File: config.mk
export PLATFORM = sky130hd
export DESIGN_NAME = comparator_reference_ladder_ctrl
export DESIGN_NICKNAME = d
export VERILOG_FILES = /design/src/core/ladder_pkg.sv /design/src/core/ladder_level_calc.sv /design/src/core/ladder_pin_mux.sv /design/src/core/comparator_reference_ladder_ctrl.sv
export SDC_FILE = /design/constraint.sdc
export NUM_CORES = 1
export LEC_CHECK = 0
export ABC_AREA = 1
export BUFFER_PORTS_ARGS = -buffer_cell sky130_fd_sc_hd__buf_2
export CAP_MARGIN = 5
export CORE_MARGIN = 3
export CORE_UTILIZATION = 43
export DETAILED_ROUTE_END_ITERATION = 8
export PLACE_DENSITY = 0.86
export SLEW_MARGIN = 20
export SYNTH_ARGS = -nofsm -noshare
export SYNTH_HDL_FRONTEND = slang
export SYNTH_SLANG_ARGS = --single-unit
File: constraint.sdc
create_clock -name clock -period 2.4 [get_ports clock]
set_clock_uncertainty 0.15 [all_clocks]
set_input_delay 0.48 -clock clock [delete_from_list [all_inputs] [get_ports clock]]
set_output_delay 0.48 -clock clock [all_outputs]
set_load 0.01 [all_outputs]
File: src/core/ladder_pkg.sv
// ladder_pkg: constants, field layout and carrier types for the reference ladder control
// assumes a 10 MHz core clock and an AXI4-Lite register slave with 32-bit data
package ladder_pkg;
   // register map, byte addresses
   localparam logic [3:0] CONTROL_OFFSET = 4'h0;   // reference_ladder_control
   localparam logic [3:0] STATUS_OFFSET  = 4'h4;   // effective ladder state, read only
   localparam logic [3:0] PORTDIR_OFFSET = 4'h8;   // port_f_direction shadow
   localparam logic [3:0] CMPMODE_OFFSET = 4'hC;   // comparator_mode_code
   localparam int         ADDR_W         = 4;      // decoded address bits

   // control register and port direction field positions
   localparam int POWER_BIT  = 7;                  // ladder_power_enable
   localparam int PINOE_BIT  = 6;                  // ladder_pin_output_enable
   localparam int RANGE_BIT  = 5;                  // ladder_range_select
   localparam int SOURCE_BIT = 4;                  // ladder_source_select
   localparam int CODE_MSB   = 3;                  // ladder_level_code top
   localparam int PIN5_BIT   = 5;                  // port f pin 5 direction bit

   localparam logic [7:0] CONTROL_RESET = 8'h00;   // every field clears
   localparam logic [7:0] PORTDIR_RESET = 8'hFE;   // pins come up as inputs
   localparam logic [2:0] CMPMODE_RESET = 3'h7;    // comparators off
   localparam logic [2:0] CMPMODE_LADDER = 3'h6;   // four inputs to two comparators

   // level arithmetic, numerator over a common denominator of 96
   localparam logic [7:0] LOW_STEP    = 8'h04;     // 96/24
   localparam logic [7:0] HIGH_STEP   = 8'h03;     // 96/32
   localparam logic [7:0] HIGH_OFFSET = 8'h18;     // 96/4
   localparam logic [7:0] LEVEL_DENOM = 8'h60;     // 96

   localparam logic [1:0] RESP_OKAY   = 2'h0;      // axi okay
   localparam logic [1:0] RESP_SLVERR = 2'h2;      // axi slave error

   // control register fields
   typedef struct packed {
      logic       powerEnable;
      logic       pinOutputEnable;
      logic       rangeSelect;
      logic       sourceSelect;
      logic [3:0] levelCode;
   } ladder_ctrl_t;

   // descriptor sent to the analog ladder and comparators
   typedef struct packed {
      logic       powerEnable;
      logic       lowRange;
      logic       externalSource;
      logic [3:0] levelCode;
      logic [7:0] levelNumerator;    // level = numerator/96 of the span
   } ladder_desc_t;
endpackage : ladder_pkg

File: src/core/ladder_level_calc.sv
// ladder_level_calc: works out the tap fraction of the source span
// assumes code and range come straight from the control register, same clock
`timescale 1ns/1ns
module ladder_level_calc (
   input  wire logic       rangeSelect,
   input  wire logic [3:0] levelCode,
   output logic      [7:0] levelNumerator
);
   // code*96/24 in the low range, 24 + code*96/32 in the high range
   always_comb begin
      if (rangeSelect) begin
         levelNumerator = 8'({4'h0, levelCode} * ladder_pkg::LOW_STEP);
      end else begin
         levelNumerator = 8'(ladder_pkg::HIGH_OFFSET
                          + {4'h0, levelCode} * ladder_pkg::HIGH_STEP);
      end
   end
endmodule : ladder_level_calc

File: src/core/ladder_pin_mux.sv
// ladder_pin_mux: decides who owns port f pin 5
// assumes the port direction bit is 1 for input, as on the rest of the port
`timescale 1ns/1ns
module ladder_pin_mux (
   input  wire logic pinOutputEnable,
   input  wire logic pin5DirInput,
   input  wire logic pin5Latch,
   output logic      analogRouteOn,
   output logic      digitalOut,
   output logic      digitalOe
);
   // the analog route wins over the direction bit, whatever it holds
   always_comb begin
      analogRouteOn = pinOutputEnable;
      digitalOe     = ~pinOutputEnable & ~pin5DirInput;
      digitalOut    = digitalOe & pin5Latch;
   end
endmodule : ladder_pin_mux

File: src/core/comparator_reference_ladder_ctrl.sv
// comparator_reference_ladder_ctrl: register slave and control of the reference ladder
// assumes one 10 MHz clock, synchronous reset, an AXI4-Lite master on the same clock
// assumes pin5Latch comes from port logic on this clock, so it is not synchronised
// limitation: one write and one read outstanding; a response blocks the next request
`timescale 1ns/1ns
module comparator_reference_ladder_ctrl (
   input  wire logic                      clock,
   input  wire logic                      rst,
   // axi4-lite write address
   input  wire logic [31:0]               s_axi_awaddr,
   input  wire logic                      s_axi_awvalid,
   output logic                           s_axi_awready,
   // write data
   input  wire logic [31:0]               s_axi_wdata,
   input  wire logic [3:0]                s_axi_wstrb,
   input  wire logic                      s_axi_wvalid,
   output logic                           s_axi_wready,
   // write response
   output logic [1:0]                     s_axi_bresp,
   output logic                           s_axi_bvalid,
   input  wire logic                      s_axi_bready,
   // read address
   input  wire logic [31:0]               s_axi_araddr,
   input  wire logic                      s_axi_arvalid,
   output logic                           s_axi_arready,
   // read data
   output logic [31:0]                    s_axi_rdata,
   output logic [1:0]                     s_axi_rresp,
   output logic                           s_axi_rvalid,
   input  wire logic                      s_axi_rready,
   // port f pin 5 digital side
   input  wire logic                      pin5Latch,
   output logic                           pin5Out,
   output logic                           pin5Oe,
   // analog side
   output ladder_pkg::ladder_desc_t       ladderDesc,
   output logic                           ladderPinRoute,
   output logic                           comparatorRefSelect
);
   // control, direction shadow, comparator mode and descriptor registers
   ladder_pkg::ladder_ctrl_t ctrl_reg,    ctrl_next;     // reference_ladder_control
   logic [7:0]               portDir_reg, portDir_next;  // port_f_direction
   logic [2:0]               cmpMode_reg, cmpMode_next;  // comparator_mode_code
   ladder_pkg::ladder_desc_t desc_reg,    desc_next;     // analog descriptor

   // write channel state
   logic                     awHeld_reg,  awHeld_next;   // address captured
   logic [3:0]               awAddr_reg,  awAddr_next;
   logic                     wHeld_reg,   wHeld_next;    // data captured
   logic [31:0]              wData_reg,   wData_next;
   logic [3:0]               wStrb_reg,   wStrb_next;
   logic                     bValid_reg,  bValid_next;
   logic [1:0]               bResp_reg,   bResp_next;
   // read channel state
   logic                     rValid_reg,  rValid_next;
   logic [31:0]              rData_reg,   rData_next;
   logic [1:0]               rResp_reg,   rResp_next;

   logic [7:0]               levelNumerator;             // from the calculator
   logic                     doWrite;                    // both halves present

   // one decode used by both channels
   function automatic logic addrMapped(input logic [3:0] a);
      addrMapped = (a == ladder_pkg::CONTROL_OFFSET) || (a == ladder_pkg::STATUS_OFFSET)
                || (a == ladder_pkg::PORTDIR_OFFSET) || (a == ladder_pkg::CMPMODE_OFFSET);
   endfunction : addrMapped

   ladder_level_calc u_calc (
      .rangeSelect    (ctrl_reg.rangeSelect),
      .levelCode      (ctrl_reg.levelCode),
      .levelNumerator (levelNumerator)
   );

   ladder_pin_mux u_pin (
      .pinOutputEnable (ctrl_reg.pinOutputEnable),
      .pin5DirInput    (portDir_reg[ladder_pkg::PIN5_BIT]),
      .pin5Latch       (pin5Latch),
      .analogRouteOn   (ladderPinRoute),
      .digitalOut      (pin5Out),
      .digitalOe       (pin5Oe)
   );

   // ready only while the slot is empty and no response waits
   assign s_axi_awready = ~awHeld_reg & ~bValid_reg;
   assign s_axi_wready  = ~wHeld_reg & ~bValid_reg;
   assign s_axi_arready = ~rValid_reg;
   assign doWrite       = awHeld_reg & wHeld_reg & ~bValid_reg;

   // write path; address and data may arrive in either order
   // the pending response keeps both readies low, so a half cannot be taken twice
   always_comb begin
      awHeld_next  = awHeld_reg;
      awAddr_next  = awAddr_reg;
      wHeld_next   = wHeld_reg;
      wData_next   = wData_reg;
      wStrb_next   = wStrb_reg;
      bValid_next  = bValid_reg;
      bResp_next   = bResp_reg;
      ctrl_next    = ctrl_reg;     // holds through sleep, only reset or write changes it
      portDir_next = portDir_reg;
      cmpMode_next = cmpMode_reg;
      if (s_axi_awvalid && s_axi_awready) begin
         awHeld_next = 1'b1;
         awAddr_next = s_axi_awaddr[ladder_pkg::ADDR_W-1:0];
      end
      if (s_axi_wvalid && s_axi_wready) begin
         wHeld_next = 1'b1;
         wData_next = s_axi_wdata;
         wStrb_next = s_axi_wstrb;
      end
      if (doWrite) begin
         awHeld_next = 1'b0;
         wHeld_next  = 1'b0;
         bValid_next = 1'b1;
         bResp_next  = addrMapped(awAddr_reg) ? ladder_pkg::RESP_OKAY
                                              : ladder_pkg::RESP_SLVERR;
         // only the low byte lane carries data
         if (wStrb_reg[0]) begin
            case (awAddr_reg)
               ladder_pkg::CONTROL_OFFSET: begin
                  ctrl_next = ladder_pkg::ladder_ctrl_t'(wData_reg[7:0]);
               end
               ladder_pkg::PORTDIR_OFFSET: begin
                  portDir_next = {wData_reg[7:1], 1'b0};   // bit 0 unimplemented
               end
               ladder_pkg::CMPMODE_OFFSET: begin
                  cmpMode_next = wData_reg[2:0];
               end
               default: begin
                  ctrl_next = ctrl_reg;                    // status and unmapped ignore data
               end
            endcase
         end
      end
      if (bValid_reg && s_axi_bready) begin
         bValid_next = 1'b0;
      end
   end

   // read path, one cycle from address to data
   // arready stays low while rvalid waits, so read data cannot be overwritten
   always_comb begin
      rValid_next = rValid_reg;
      rData_next  = rData_reg;
      rResp_next  = rResp_reg;
      if (s_axi_arvalid && s_axi_arready) begin
         rValid_next = 1'b1;
         rResp_next  = addrMapped(s_axi_araddr[ladder_pkg::ADDR_W-1:0])
                       ? ladder_pkg::RESP_OKAY : ladder_pkg::RESP_SLVERR;
         case (s_axi_araddr[ladder_pkg::ADDR_W-1:0])
            ladder_pkg::CONTROL_OFFSET: rData_next = {24'h000000, ctrl_reg};
            ladder_pkg::STATUS_OFFSET:  rData_next = {16'h0000, desc_reg[7:0],
                                                      desc_reg.powerEnable,
                                                      ladderPinRoute,
                                                      comparatorRefSelect,
                                                      pin5Oe, 4'h0};
            ladder_pkg::PORTDIR_OFFSET: rData_next = {24'h000000, portDir_reg};
            ladder_pkg::CMPMODE_OFFSET: rData_next = {29'h00000000, cmpMode_reg};
            default:                    rData_next = 32'h00000000;
         endcase
      end else if (rValid_reg && s_axi_rready) begin
         rValid_next = 1'b0;
      end
   end

   // descriptor follows the control register one edge later, independent of mode
   // the one-edge lag keeps bus decode glitches away from the analog side
   always_comb begin
      desc_next.powerEnable    = ctrl_reg.powerEnable;
      desc_next.lowRange       = ctrl_reg.rangeSelect;
      desc_next.externalSource = ctrl_reg.sourceSelect;
      desc_next.levelCode      = ctrl_reg.levelCode;
      desc_next.levelNumerator = levelNumerator;
   end

   // registers; reset clears the control fields
   // sync reset: every register, bus state included, returns to its idle value
   always_ff @(posedge clock) begin
      if (rst) begin
         ctrl_reg    <= ladder_pkg::ladder_ctrl_t'(ladder_pkg::CONTROL_RESET);
         portDir_reg <= ladder_pkg::PORTDIR_RESET;
         cmpMode_reg <= ladder_pkg::CMPMODE_RESET;
         // cleared control means high range, code 0: the descriptor starts on that tap
         desc_reg    <= ladder_pkg::ladder_desc_t'({7'h00, ladder_pkg::HIGH_OFFSET});
         awHeld_reg  <= 1'b0;
         awAddr_reg  <= 4'h0;
         wHeld_reg   <= 1'b0;
         wData_reg   <= 32'h00000000;
         wStrb_reg   <= 4'h0;
         bValid_reg  <= 1'b0;
         bResp_reg   <= ladder_pkg::RESP_OKAY;
         rValid_reg  <= 1'b0;
         rData_reg   <= 32'h00000000;
         rResp_reg   <= ladder_pkg::RESP_OKAY;
      end else begin
         ctrl_reg    <= ctrl_next;
         portDir_reg <= portDir_next;
         cmpMode_reg <= cmpMode_next;
         desc_reg    <= desc_next;
         awHeld_reg  <= awHeld_next;
         awAddr_reg  <= awAddr_next;
         wHeld_reg   <= wHeld_next;
         wData_reg   <= wData_next;
         wStrb_reg   <= wStrb_next;
         bValid_reg  <= bValid_next;
         bResp_reg   <= bResp_next;
         rValid_reg  <= rValid_next;
         rData_reg   <= rData_next;
         rResp_reg   <= rResp_next;
      end
   end

   // comparators take the ladder only in the shared four-input mode
   assign comparatorRefSelect = desc_reg.powerEnable
                              & (cmpMode_reg == ladder_pkg::CMPMODE_LADDER);
   assign ladderDesc   = desc_reg;
   assign s_axi_bvalid = bValid_reg;
   assign s_axi_bresp  = bResp_reg;
   assign s_axi_rvalid = rValid_reg;
   assign s_axi_rdata  = rData_reg;
   assign s_axi_rresp  = rResp_reg;

   // assertions next to the logic they guard
   // descriptor fields trail the control fields by exactly one edge
   a_power_follows: assert property (@(posedge clock) disable iff (rst)
      ladderDesc.powerEnable == $past(ctrl_reg.powerEnable))
      else $error("ladder power does not follow enable bit");
   a_range_follows: assert property (@(posedge clock) disable iff (rst)
      ladderDesc.lowRange == $past(ctrl_reg.rangeSelect))
      else $error("range select not passed on");
   a_source_sel: assert property (@(posedge clock) disable iff (rst)
      ladderDesc.externalSource == $past(ctrl_reg.sourceSelect))
      else $error("source select not passed on");
   a_code_follows: assert property (@(posedge clock) disable iff (rst)
      ladderDesc.levelCode == $past(ctrl_reg.levelCode))
      else $error("level code not passed on");
   // pin ownership: the ladder route beats the direction bit
   a_pin_route: assert property (@(posedge clock) disable iff (rst)
      ladderPinRoute == ctrl_reg.pinOutputEnable)
      else $error("pin route does not follow output enable");
   a_pin_override: assert property (@(posedge clock) disable iff (rst)
      ctrl_reg.pinOutputEnable |-> !pin5Oe)
      else $error("digital driver active while ladder owns pin");
   a_pin_drive: assert property (@(posedge clock) disable iff (rst)
      !ctrl_reg.pinOutputEnable && !portDir_reg[ladder_pkg::PIN5_BIT] |-> pin5Oe)
      else $error("digital driver off although pin is a free output");
   // tap arithmetic, numerator over 96 of the span
   a_low_level: assert property (@(posedge clock) disable iff (rst)
      $past(ctrl_reg.rangeSelect) |->
      ladderDesc.levelNumerator == 8'({4'h0, ladderDesc.levelCode} * ladder_pkg::LOW_STEP))
      else $error("low range level wrong");
   a_high_level: assert property (@(posedge clock) disable iff (rst)
      !ladderDesc.lowRange |-> ladderDesc.levelNumerator == 8'(ladder_pkg::HIGH_OFFSET
         + {4'h0, ladderDesc.levelCode} * ladder_pkg::HIGH_STEP))
      else $error("high range level wrong");
   a_level_bound: assert property (@(posedge clock) disable iff (rst)
      ladderDesc.levelNumerator <= 8'(ladder_pkg::HIGH_OFFSET + 8'h0F * ladder_pkg::HIGH_STEP))
      else $error("level beyond top tap");
   // reset and hold: only a reset or a control write moves the register
   a_reset_clear: assert property (@(posedge clock)
      $past(rst) |-> ctrl_reg == ladder_pkg::CONTROL_RESET)
      else $error("control not cleared by reset");
   a_hold_nowrite: assert property (@(posedge clock) disable iff (rst)
      !$past(doWrite) && !$past(rst) |-> $stable(ctrl_reg))
      else $error("control changed without a write");
   a_other_write: assert property (@(posedge clock) disable iff (rst)
      doWrite && awAddr_reg != ladder_pkg::CONTROL_OFFSET |=> $stable(ctrl_reg))
      else $error("control changed by a write elsewhere");
   // write landing: control one edge after the write, descriptor one more
   a_write_ctrl: assert property (@(posedge clock) disable iff (rst)
      doWrite && awAddr_reg == ladder_pkg::CONTROL_OFFSET && wStrb_reg[0] |=>
      ctrl_reg == $past(wData_reg[7:0]))
      else $error("control write did not land");
   a_write_to_desc: assert property (@(posedge clock) disable iff (rst)
      doWrite && awAddr_reg == ladder_pkg::CONTROL_OFFSET && wStrb_reg[0] |->
      ##2 ladderDesc.levelCode == $past(wData_reg[3:0], 2))
      else $error("descriptor not updated two edges after write");
   // comparator hand-off; the pin route ignores the comparator mode
   a_cmp_ref: assert property (@(posedge clock) disable iff (rst)
      comparatorRefSelect |-> cmpMode_reg == ladder_pkg::CMPMODE_LADDER)
      else $error("comparator reference outside mode 110");
   a_cmp_ref_on: assert property (@(posedge clock) disable iff (rst)
      ladderDesc.powerEnable && cmpMode_reg == ladder_pkg::CMPMODE_LADDER |-> comparatorRefSelect)
      else $error("comparator reference missing in mode 110");
   a_indep_mode: assert property (@(posedge clock) disable iff (rst)
      ctrl_reg.pinOutputEnable && cmpMode_reg != ladder_pkg::CMPMODE_LADDER |-> ladderPinRoute)
      else $error("pin route depends on comparator mode");
endmodule : comparator_reference_ladder_ctrl

Word-level counts from Yosys, hierarchy flattened
Cells that the tools add are included.

cells by class
  add/subtract/negate cells = 1
  multipliers = 1
  equal/unequal tests = 7
  multiplexer cells = 6
  bitwise operators = 13
  reductions and logical operators = 20

operators with widths
  operator                                                             count
  15-bit case mux with 4 select lines                                  1
  4-bit == test (second input constant)                                4
  3-bit AND reduction                                                  3
  4-bit by 3-bit == test with 1-bit output (second input constant)     2
  4-bit logical NOT                                                    2
  5-bit by 6-bit adder with 7-bit output (first input constant)        1
  1-bit bitwise AND                                                    7
  1-bit logical OR                                                     6
  4-bit by 2-bit multiplier with 6-bit output (second input constant)  1
  6-bit two-way mux                                                    1
  1-bit inverter                                                       6
  2-bit OR reduction                                                   3
  1-bit logical AND                                                    5
  2-bit two-way mux                                                    2
  3-bit == test (second input constant)                                1
  1-bit two-way mux                                                    2
  2-bit nonzero test                                                   1

word-level totals
  register bits = 85
  input port bits = 108
  logic and storage cells = 71

Depth between registers and ports, before layout
  depth in word-level cells = 5
  depth in mapped cells = 9
  mapped depth without buffers = 9

By module
From an unflattened synthesis, not the netlist that was laid out.

unflattened totals
  cell total of the unflattened synthesis = 384
  area total of the unflattened synthesis = 2,976.6 µm²

modules (own cells, without submodules)
  module                            instances  cells an instance  area an instance (µm²)
  comparator_reference_ladder_ctrl  1          341                2,713.9
  ladder_level_calc                 1          36                 227.7
  ladder_pin_mux                    1          7                  35.0

Worst setup path after synthesis
No wires, ideal clock.

  path kind = register to register
  from = register ctrl_reg[3] (netlist bit)
  to = register desc_reg (netlist bit ladderDesc[4])
  setup time = 0.122 ns
  arrival = 1.663 ns
  data required time = 2.128 ns
  setup slack = 0.464 ns
  stages on the path, launching flop included = 8
  path buffers = 0
  cell sequence = dfxtp_1 inv_1 ha_1 inv_1 fa_1 or2_2 a21oi_1 a21oi_1

on the way
  longest elaborated chain between the ends = 3

ends and longest elaborated chain
  element                                      RTL line                                 RTL
  start: declaration                           comparator_reference_ladder_ctrl.sv:41   ladder_pkg::ladder_ctrl_t ctrl_reg, ctrl_next;
  start signal: assignment                     comparator_reference_ladder_ctrl.sv:180  ctrl_reg <= ladder_pkg::ladder_ctrl_t'(ladder_pkg::CONTROL_RESET);
  start signal: assignment                     comparator_reference_ladder_ctrl.sv:196  ctrl_reg <= ctrl_next;
  4-bit by 2-bit multiplier with 6-bit output  ladder_level_calc.sv:15                  + {4'h0, levelCode} * ladder_pkg::HIGH_STEP);
  5-bit by 6-bit adder with 7-bit output       ladder_level_calc.sv:15
  6-bit two-way mux                            ladder_level_calc.sv:11                  if (rangeSelect) begin
  end signal: assignment                       comparator_reference_ladder_ctrl.sv:184  desc_reg <= ladder_pkg::ladder_desc_t'({7'h00, ladder_pkg::HIGH_OFFSET});
  end signal: assignment                       comparator_reference_ladder_ctrl.sv:199  desc_reg <= desc_next;
  end: declaration                             comparator_reference_ladder_ctrl.sv:44   ladder_pkg::ladder_desc_t desc_reg, desc_next;

No other way between the ends.
A chain may end at the register's enable or synchronous reset.

Worst setup path in the final report
Ends and elaborated chain as after synthesis.

==> results.toml <==
[sta]
max_freq_mhz = 466
slew_headroom_pct = 62.3
tightest_slew_ns = 0.564
slew_violations = 0
min_period_ns = 2.15
rsz0062_at_grt = "false"
setup-tns-final_ns = 0
final.period_utilization_pct = 89.5
setup_ws_ns = 0.253
setup_viol = 0
finalHoldViolCount = 0

[layout]
final_util_pct = 53.8
fin_nets = 532
synthToLayoutAreaGrowth_pct = 16.8
drive_above_1_share_pct = 23.7
largest_reg_flops = 15
antenna_cells = 0
final_cells = 497

[grt]
globalRouteTotalUtil_pct = 16.7
first_global_vias = 2255
grt_pass1_wl_um = 9920
antenna_found_initial = 0
grt_max_degree = 37
gr-total-overflow = 0

[routing]
drt_first_pass_iters = 4
ant_nets = 0
drt_iter0_drc = 91
vias_per_cell = 4.81
routed-wl-met2_um = 2900
highest_layer = "met4"
wl_met1_um = 2580
finalWirelength_um = 6030
drt-wirelength-per-cell_um = 12.1
route.vias.total = 2393
drc = 0
route.met3.wl_um = 447

[critical_path]
path_class = "reg2reg"
critPathMaxFanout = 5
arrival_ns = 2.22
crit_path_cell_trace = "inv_1 -> ha_1 -> inv_1 -> fa_1 -> or2_2 -> a21oi_1 -> a21oi_1"
cpMaxStageDelayCell = "fa_1"
slowest_delay_ns = 0.45
required_ns = 2.47
start_kind = "flip-flop"
cp-end-kind = "flip-flop"

[power_and_ir_drop]
powerDensity_nw_per_um2 = 697
p_leak_uw = 0.00160
ir_drop_mv = 0.412

[synth]
syn_area_per_cell_um2 = 8.04
netlist_area_um2 = 2840
synthFlopType = "dfxtp_1"
seq_area_frac_synth_pct = 46.5
syn_inst = 353
synth_edf_count = 0
synth_warnings = 0
ys_types = 33
async_reset_ff_share_pct = 0
synth_seq_cells = 66

[floorplan]
die_h_um = 87.3
io_pins = 168
fp-row-count = 28
coreArea_um2 = 6170
start_util_pct = 46.0
die_x_um = 87.3
die-area_um2 = 7610

[cts]
cts-root-buf = "clkbuf_8"
post_cts_buffers = 0
cts_max_level = 3
clock-sinks = 66
cts-hold-fix-buffers = 0
clkTransAtPathRegs_ns = 0.07
cts.path.max_buffers = 2
clk_latency_ns = 0.35
post_cts_resized = 0
cts_tree = "built"
cts_buffers = 9

[place]
gp_congestion = 0.834
portBuffers = 64
dpl.hpwl_um = 4490
dp_slack_ns = 0.253
place_inst = 481

[hold_path]
hp-class = "in2reg"

[run]
cap_violations = 0

[run_status]
outcome = "completed"
[kinds of logic after synthesis]
kind of cell / share of synthesized area, %
AO/OA/AOI/OAI: 15.2
AND/OR/NAND/NOR: 21.7
flip-flops: 46.5
adder cells (fa/ha/maj): 3.61
buffers and inverters: 12.8
other: 0.132
[power by group]
part,internal (µW),total [µW],switching [µW]
combinational,65.8,208,142
sequential,1130,1160,23.0
clock,530,949,418
total,1730,2310,583
[synth_stat cells (all sizes together), types with 4 or more instances]
library cell / number / area, µm²
nand2: 60 / 235
a21oi: 32 / 160
o21ai: 25 / 125
nor3: 4 / 31.3
ha: 5 / 62.6
o211ai: 9 / 103
buf: 29 / 211
inv: 37 / 139
nand3: 25 / 125
nor2: 46 / 190
dfxtp: 66 / 1320
[final timing paths]
kind | startpoint | endpoint | slack (ns) | cells after the start
hold reg to reg | ctrl_reg[7] | ladderDesc[14] | 0.29 | 2
setup reg to reg | ctrl_reg[3] | ladderDesc[4] | 0.25 | 7
setup / recovery | ctrl_reg[3] | ladderDesc[4] | 0.25 | 7
hold / removal | s_axi_bready | s_axi_bvalid | 0.16 | 2
[routing by layer]
layer | up-vias | track usage, %
met5 | - | 0
met1 | 1068 | 19.7
li1 | 1241 | -
met2 | 74 | 27.3
met4 | 0 | 6.97
met3 | 10 | 6.15
[placed cells by master (no fill, tap or decap), drive strengths merged]
master and count:
dfxtp 66, a22oi 1, nor3b 1, a31oi 1, bufinv 1, ha 5
clkinvlp 1, nor2 46, a21oi 32, nand3 25, nand2 60, nor3 4
o21a 1, clkbuf 11, or2 1, nand3b 1, conb 20, a211oi 2
fa 2, o211ai 9, clkinv 4, inv 37, buf 65, a22o 1
o21ai 25
[area by class of cell]
class                           count  area (µm²)
Clock inverter                      5        52.6
Clock buffer                       11         151
Inverter                           38         144
Fill cell                         581        2850
Timing Repair Buffer               65         328
Sequential cell                    66        1320
Tap cell                           75        93.8
Multi-Input combinational cell    237        1230
[worst max-delay path, delay by kind of cell, from the launching register on]
kind,cells,cell delay (ns)
buffers and inverters,2,0.21
AO/OA/AOI/OAI,2,0.20
AND/OR/NAND/NOR,1,0.30
adder cells (fa/ha/maj),2,0.76
flip-flops,1,0.41
[through the flow]
step / power, µW / hold WS, ns / cell area [µm²]
2_1_floorplan: 1350 / 0.267 / 2910
3_3_place_gp: 1380 / 0.275 / 3110
3_5_place_dp: 1390 / 0.282 / 3110
4_1_cts: 2330 / 0.155 / 3320
5_1_grt: 2410 / 0.164 / 3320
6_report: 2310 / 0.165 / 3320
Note: power is estimated with default switching activity, not from simulation.
